--- config.mk ---
export PLATFORM = sky130hd
export DESIGN_NAME = adc_card_register_interface
export DESIGN_NICKNAME = d
export VERILOG_FILES = /design/src/acq_regs_pkg.sv /design/src/adc_card_register_interface.sv /design/src/result_holder.sv
export SDC_FILE = /design/constraint.sdc
export NUM_CORES = 1
export LEC_CHECK = 0
export BUFFER_PORTS_ARGS = -buffer_cell sky130_fd_sc_hd__buf_4
export CORE_MARGIN = 5
export CORE_UTILIZATION = 45
export CTS_CLUSTER_SIZE = 12
export DETAILED_ROUTE_END_ITERATION = 16
export GPL_ROUTABILITY_DRIVEN = 0
export MAX_ROUTING_LAYER = met4
export PLACE_DENSITY = 0.78
export SLEW_MARGIN = 20
export SYNTH_ARGS = -nofsm -noshare
export SYNTH_HDL_FRONTEND = slang
export SYNTH_SLANG_ARGS = --single-unit
--- constraint.sdc ---
create_clock -name clk_i -period 3.4 [get_ports clk_i]
set_input_delay 0.51 -clock clk_i [delete_from_list [all_inputs] [get_ports clk_i]]
set_output_delay 0.51 -clock clk_i [all_outputs]
set_load 0.02 [all_outputs]
--- src/acq_regs_pkg.sv ---
// Constants for the acquisition card register front end
package acq_regs_pkg;
  localparam int ADDR_W = 4;
  localparam int DATA_W = 8;
  localparam int RESULT_W = 12;
  localparam int CHAN_W = 3;
  localparam int GAIN_W = 3;
  localparam logic [3:0] OFF_COUNTER0 = 4'h0;
  localparam logic [3:0] OFF_COUNTER1 = 4'h1;
  localparam logic [3:0] OFF_COUNTER2 = 4'h2;
  localparam logic [3:0] OFF_COUNTER_CTRL = 4'h3;
  localparam logic [3:0] OFF_RESULT_LOW = 4'h4;
  localparam logic [3:0] OFF_RESULT_HIGH = 4'h5;
  localparam logic [3:0] OFF_DIGIN_LOW = 4'h6;
  localparam logic [3:0] OFF_DIGIN_HIGH = 4'h7;
  localparam logic [3:0] OFF_IRQ_CLEAR = 4'h8;
  localparam logic [3:0] OFF_GAIN_SELECT = 4'h9;
  localparam logic [3:0] OFF_CHANNEL_SELECT = 4'ha;
  localparam logic [3:0] OFF_MODE = 4'hb;
  localparam logic [3:0] OFF_SOFT_TRIGGER = 4'hc;
  localparam logic [3:0] OFF_DIGOUT_LOW = 4'hd;
  localparam logic [3:0] OFF_DIGOUT_HIGH = 4'he;
  localparam int READY_BIT = 4;
  localparam logic [2:0] CHAN_RESET = 3'h0;
  localparam logic [2:0] GAIN_RESET = 3'h0;
  localparam logic [2:0] GAIN_MAX_CODE = 3'h4;
  localparam logic [7:0] UNUSED_READ = 8'h00;
  typedef enum logic [1:0] {
    PORT_COUNTER0,
    PORT_COUNTER1,
    PORT_COUNTER2,
    PORT_COUNTER_CTRL
  } counter_port_t;
endpackage

--- src/adc_card_register_interface.sv ---
// Card I/O register front end: decode, result readback, gain and channel
`timescale 1ns/100ps
// Function
// - Sixteen-location window, low four address bits
// - Read map: counters, result, digital inputs
// - Write map: counters, output bytes, controls
// - Result split: low eight, high four
// - High byte: bits 3-0, ready bit 4
// - Ready low when result available
// - Low byte read sets ready high, unless a conversion completes in the same cycle
// - Channel select write-only, three bits
// - Channel write switches multiplexer at the next clock edge (registered)
// - Gain select write-only, three bits
// - Gain codes 0-4 valid only; codes 5-7 are stored unchecked
// - Any trigger write starts conversion
module adc_card_register_interface #(
  parameter int DIGIN_W = 16
) (
  input wire logic clk_i,
  input wire logic reset_n_i,
  input wire logic [acq_regs_pkg::ADDR_W-1:0] addr_i,
  input wire logic [acq_regs_pkg::DATA_W-1:0] wdata_i,
  input wire logic rd_i,
  input wire logic wr_i,
  output logic [acq_regs_pkg::DATA_W-1:0] rdata_o,
  input wire logic conv_done_i,
  input wire logic [acq_regs_pkg::RESULT_W-1:0] conv_data_i,
  input wire logic [DIGIN_W-1:0] digital_inputs_i,
  input wire logic [acq_regs_pkg::DATA_W-1:0] counter_rdata_i,
  output logic [acq_regs_pkg::CHAN_W-1:0] mux_channel_o,
  output logic [acq_regs_pkg::GAIN_W-1:0] amp_gain_o,
  output logic conv_start_o,
  output logic counter_rd_o,
  output logic counter_wr_o,
  output logic [1:0] counter_port_o,
  output logic [acq_regs_pkg::DATA_W-1:0] wdata_o,
  output logic dac_low_wr_o,
  output logic dac_high_wr_o,
  output logic irq_clear_o,
  output logic mode_wr_o,
  output logic digout_low_wr_o,
  output logic digout_high_wr_o
);
  import acq_regs_pkg::*;

  logic [CHAN_W-1:0] chan_q, chan_d;
  logic [GAIN_W-1:0] gain_q, gain_d;
  logic [DATA_W-1:0] rdata_q, rdata_d;
  logic start_q, start_d;
  logic crd_q, crd_d;
  logic cwr_q, cwr_d;
  logic [1:0] cport_q, cport_d;
  logic [DATA_W-1:0] wdata_q, wdata_d;
  logic dlo_q, dlo_d, dhi_q, dhi_d;
  logic irqc_q, irqc_d, mode_q, mode_d;
  logic dolo_q, dolo_d, dohi_q, dohi_d;
  logic consume;
  logic [RESULT_W-1:0] result;
  logic pending_n;

  // Digital inputs are read back as exactly two bytes
  if (DIGIN_W != 2 * DATA_W) begin : g_digin_check
    $error("digital input width must be 16");
  end

  // Strobe qualified by one offset; all inputs passed in so callers track them
  function automatic logic hit(input logic strobe, input logic [ADDR_W-1:0] addr,
      input logic [ADDR_W-1:0] off);
    return strobe && (addr == off);
  endfunction

  assign consume = hit(rd_i, addr_i, OFF_RESULT_LOW);

  result_holder #(
    .WIDTH(RESULT_W)
  ) u_result (
    .clk_i(clk_i),
    .reset_n_i(reset_n_i),
    .done_i(conv_done_i),
    .data_i(conv_data_i),
    .consume_i(consume),
    .result_o(result),
    .pending_n_o(pending_n)
  );

  // Read data mux, registered
  always_comb begin
    rdata_d = rdata_q;
    crd_d = 1'b0;
    if (rd_i) begin
      case (addr_i)
        OFF_COUNTER0, OFF_COUNTER1, OFF_COUNTER2: begin
          rdata_d = counter_rdata_i;
          crd_d = 1'b1;
        end
        OFF_RESULT_LOW: rdata_d = result[DATA_W-1:0];
        OFF_RESULT_HIGH: begin
          rdata_d = {3'h0, pending_n, result[RESULT_W-1:DATA_W]};
        end
        OFF_DIGIN_LOW: rdata_d = digital_inputs_i[DATA_W-1:0];
        OFF_DIGIN_HIGH: rdata_d = digital_inputs_i[DIGIN_W-1:DATA_W];
        default: rdata_d = UNUSED_READ;
      endcase
    end
  end

  // Write decode and control registers
  always_comb begin
    chan_d = chan_q;
    gain_d = gain_q;
    wdata_d = wdata_q;
    cwr_d = 1'b0;
    cport_d = cport_q;
    dlo_d = hit(wr_i, addr_i, OFF_RESULT_LOW);
    dhi_d = hit(wr_i, addr_i, OFF_RESULT_HIGH);
    irqc_d = hit(wr_i, addr_i, OFF_IRQ_CLEAR);
    mode_d = hit(wr_i, addr_i, OFF_MODE);
    start_d = hit(wr_i, addr_i, OFF_SOFT_TRIGGER);
    dolo_d = hit(wr_i, addr_i, OFF_DIGOUT_LOW);
    dohi_d = hit(wr_i, addr_i, OFF_DIGOUT_HIGH);
    if (wr_i) begin
      wdata_d = wdata_i;
    end
    if (wr_i && addr_i <= OFF_COUNTER_CTRL) begin
      cwr_d = 1'b1;
    end
    // Offset 3 reads are unused and must leave the port alone
    if ((wr_i && addr_i <= OFF_COUNTER_CTRL) || (rd_i && addr_i < OFF_COUNTER_CTRL)) begin
      cport_d = addr_i[1:0];
    end
    if (hit(wr_i, addr_i, OFF_CHANNEL_SELECT)) begin
      chan_d = wdata_i[CHAN_W-1:0];
    end
    if (hit(wr_i, addr_i, OFF_GAIN_SELECT)) begin
      gain_d = wdata_i[GAIN_W-1:0];
    end
  end

  always_ff @(posedge clk_i or negedge reset_n_i) begin
    if (!reset_n_i) begin
      chan_q <= CHAN_RESET;
      gain_q <= GAIN_RESET;
      rdata_q <= UNUSED_READ;
      start_q <= 1'b0;
      crd_q <= 1'b0;
      cwr_q <= 1'b0;
      cport_q <= 2'h0;
      wdata_q <= 8'h00;
      dlo_q <= 1'b0;
      dhi_q <= 1'b0;
      irqc_q <= 1'b0;
      mode_q <= 1'b0;
      dolo_q <= 1'b0;
      dohi_q <= 1'b0;
    end else begin
      chan_q <= chan_d;
      gain_q <= gain_d;
      rdata_q <= rdata_d;
      start_q <= start_d;
      crd_q <= crd_d;
      cwr_q <= cwr_d;
      cport_q <= cport_d;
      wdata_q <= wdata_d;
      dlo_q <= dlo_d;
      dhi_q <= dhi_d;
      irqc_q <= irqc_d;
      mode_q <= mode_d;
      dolo_q <= dolo_d;
      dohi_q <= dohi_d;
    end
  end

  assign mux_channel_o = chan_q;
  assign amp_gain_o = gain_q;
  assign conv_start_o = start_q;
  assign rdata_o = rdata_q;
  assign counter_rd_o = crd_q;
  assign counter_wr_o = cwr_q;
  assign counter_port_o = cport_q;
  assign wdata_o = wdata_q;
  assign dac_low_wr_o = dlo_q;
  assign dac_high_wr_o = dhi_q;
  assign irq_clear_o = irqc_q;
  assign mode_wr_o = mode_q;
  assign digout_low_wr_o = dolo_q;
  assign digout_high_wr_o = dohi_q;
endmodule

--- src/result_holder.sv ---
// Holds the conversion result and its active-low ready flag
`timescale 1ns/100ps
module result_holder #(
  parameter int WIDTH = acq_regs_pkg::RESULT_W
) (
  input wire logic clk_i,
  input wire logic reset_n_i,
  input wire logic done_i,
  input wire logic [WIDTH-1:0] data_i,
  input wire logic consume_i,
  output logic [WIDTH-1:0] result_o,
  output logic pending_n_o
);
  import acq_regs_pkg::*;

  logic [WIDTH-1:0] result_q, result_d;
  logic pending_n_q, pending_n_d;

  // Refuse widths the byte split cannot serve
  if (WIDTH != RESULT_W) begin : g_width_check
    $error("result width must be 12");
  end

  always_comb begin
    result_d = result_q;
    pending_n_d = pending_n_q;
    if (consume_i) begin
      pending_n_d = 1'b1;
    end
    if (done_i) begin
      result_d = data_i;
      pending_n_d = 1'b0;
    end
  end

  always_ff @(posedge clk_i or negedge reset_n_i) begin
    if (!reset_n_i) begin
      result_q <= '0;
      pending_n_q <= 1'b1;
    end else begin
      result_q <= result_d;
      pending_n_q <= pending_n_d;
    end
  end

  assign result_o = result_q;
  assign pending_n_o = pending_n_q;
endmodule

==> results.yml <==
power:
  switching_share_pct: 26.7
  power.internal_uw: 972
  pwr-share-clk_pct: 30.4
  share_comb_of_total_power_pct: 22.1
  p_seq_share_pct: 47.5
  p_switching_uw: 354
  total_power_uw: 1330
  ir_worst_vdd_mv: 0.303
  powerDensity_nw_per_um2: 461
  p_leak_uw: 0.00138
synthesis:
  synth_xor_area_share_pct: 0
  ys_seq_area_share_pct: 54.1
  synth_top_cell_area_share_pct: 52.9
  ys_warn_count: 0
  synth_edf_count: 0
  syn_inst: 177
  yosysUniqueCellTypes: 32
  muxShareOfSynthArea_pct: 17.3
  netlist_area_um2: 2130
  yosys.area_share.adder_pct: 0
  synth_compound_area_share_pct: 9.99
  synth_ff_type: "dfrtp_1"
  synth.area.top_cells: "dfrtp_1 53%, mux2_2 16%, nor2b_1 3.8%, nor2_1 1.9%, o21ai_0 1.9%"
  yosysTopAreaCell: "dfrtp_1"
  synth_seq_cells: 46
  ys_async_sr_fraction_pct: 100
  synthSimpleGateAreaFrac_pct: 14.7
  syn_avg_cell_area_um2: 12.0
  synth_top_family_by_area: "multiplexers"
  syn_nets: 230
drt:
  via_per_inst: 5.31
  drt_wl_total_um: 5120
  antenna_left: 0
  wire_per_inst_um: 16.3
  drt_iter0_drc: 98
  post-route-drc-count: 0
  first_pass_iters: 4
  num_vias: 1662
cells_and_area:
  diodes: 0
  fill_cells: 407
  syn2layout_area_growth_pct: 35.2
  final_nets: 311
  fin_cells: 313
  most-common-layout-cells: "85 x buf_4, 45 x dfrtp_1, 31 x mux2_2"
  final_common_cell: "buf_4"
  drive_gt1_share_pct: 48.3
cts:
  clock_latency_ns: 0.29
  clock_tree.root_cell: "clkbuf_8"
  cts_buffers: 5
  clock_sinks: 46
  clockBufferDepth: 2
  cts_hold_buf: 0
  cts.clk_slew.worst_paths_ns: 0.08
  cts_max_level: 2
  cts_setup_buffers: 0
  cts_tree: "built"
  cts.repair.resized: 0
timing:
  slew_viol_final: 0
  min_period_over_period_pct: 40.6
  skew_ns: 0.00138
  finalSetupTns_ns: 0
  fin_crit_ns: 1.38
  hold_viol: 0
  fmax_ghz: 0.724
  finalSetupViolCount: 0
  worst_slew_pin_slew_ns: 0.567
  rsz0062_at_grt: "false"
  max_slew_margin_pct: 62.2
critical_path:
  rr_worst_depth: 3
  rr_startpoint: "u_result.result_o[4]"
  crit_chain: "buf_4"
  r2r_setup_slack_ns: 2.24
  worstPathRequired_ns: 2.89
  regToRegEndpoint: "rdata_o[4]"
  critPathBufInv: 1
  cp_slowest_cell: "dfrtp_1"
  criticalPathCategory: "reg2out"
  cp.arrival_ns: 0.87
  cpPeakStageDelay_ns: 0.41
  crit_fanout: 3
  crit_path_end_kind: "output pin"
  crit_family: "flip-flops"
  start_kind: "register"
die:
  start_util_pct: 45.7
  fp-row-count: 25
  dieHeight_um: 78.8
  die_area_um2: 6210
  core_um2: 4660
  chipWidth_um: 78.8
  ios: 86
run_status:
  outcome: "completed"
placement:
  io_buffers: 85
  dp_cells: 305
  dpl.hpwl_um: 3790
grt:
  grt_pass1_wl_um: 8160
  grt_max_degree: 47
  first_global_vias: 1675
  grt.overflow.total: 0
  grt.total_usage_pct: 17.3
  antenna_found_initial: 0
hold_path:
  min-delay-path-class: "in2async"
flow_run:
  drv_cap: 0
==> cells by family (layout without fill, tap and decap cells) <==
group	count (synthesis)	in the layout
flip-flops	46	46
buffers and inverters	15	97
AO/OA/AOI/OAI	31	31
AND/OR/NAND/NOR	52	52
multiplexers	33	33
==> area by class of cell <==
cell class	count	area (µm²)	area share, %
clock buffer	6	72.6	2.52
multi-input combinational	116	896	31.1
sequential	46	1150	40.0
clock inverter	2	37.5	1.30
timing repair buffer	85	638	22.2
tap	54	67.6	2.35
inverter	4	15.0	0.522
==> worst max-delay path by stage <==
stage                           from                to  cells past startpoint
after detailed placement   addr_i[2]  mux_channel_o[1]                      4
after global placement     addr_i[2]  mux_channel_o[0]                      4
after global routing       addr_i[2]  mux_channel_o[0]                      4
after floorplan                 wr_i     amp_gain_o[0]                      4
after CTS                 rdata_o[3]        rdata_o[3]                      1
final                     rdata_o[3]        rdata_o[3]                      1
==> synth_stat cells (all sizes together) (3+ instances only) <==
cell type / number
nor2b: 13
and3b: 4
a221o: 3
a221oi: 3
mux2: 31
a21oi: 6
nor2: 11
and2: 3
a22oi: 3
inv: 4
nor3: 3
dfrtp: 45
o21ai: 8
a22o: 3
buf: 9
nand2b: 6
==> power groups by stage <==
stage	clock, µW	sequential [µW]	combinational, µW
global route	434	637	318
global placement	0	641	289
floorplan	0	686	105
detailed placement	0	639	296
finish	403	630	294
CTS	411	630	298
==> state kept, by name (all words and copies together) (netlist names) <==
signal and flops:
rdata_o 8, irq_clear_o 1, u_result.pending_n_o 1, dac_low_wr_o 1, counter_wr_o 1, digout_high_wr_o 1
mux_channel_o 3, conv_start_o 1, u_result.result_o 12, amp_gain_o 3, digout_low_wr_o 1, counter_port_o 2
wdata_o 8, dac_high_wr_o 1, mode_wr_o 1, counter_rd_o 1
==> per-layer routing <==
layer,share of wire (%),wire (µm),GRT usage (%),vias to the layer above
met1,46,2360,24.0,802
met2,47,2400,25.9,54
met3,5.5,279,3.29,8
li1,-,-,-,798
met5,0,0,-,-
met4,1.4,72,5.42,0
==> metrics by stage <==
step	hold slack, ns	setup slack, ns	area [µm²]	utilization (%)
after floorplan	0.214	1.95	2130	-
after global placement	0.485	1.75	2770	59.4
after detailed placement	0.490	1.70	2770	59.4
after CTS	0.222	2.02	2880	61.8
after global routing	0.256	1.96	2880	61.8
final	0.204	2.02	2880	61.8
Note: power is estimated with default switching activity, not from simulation.
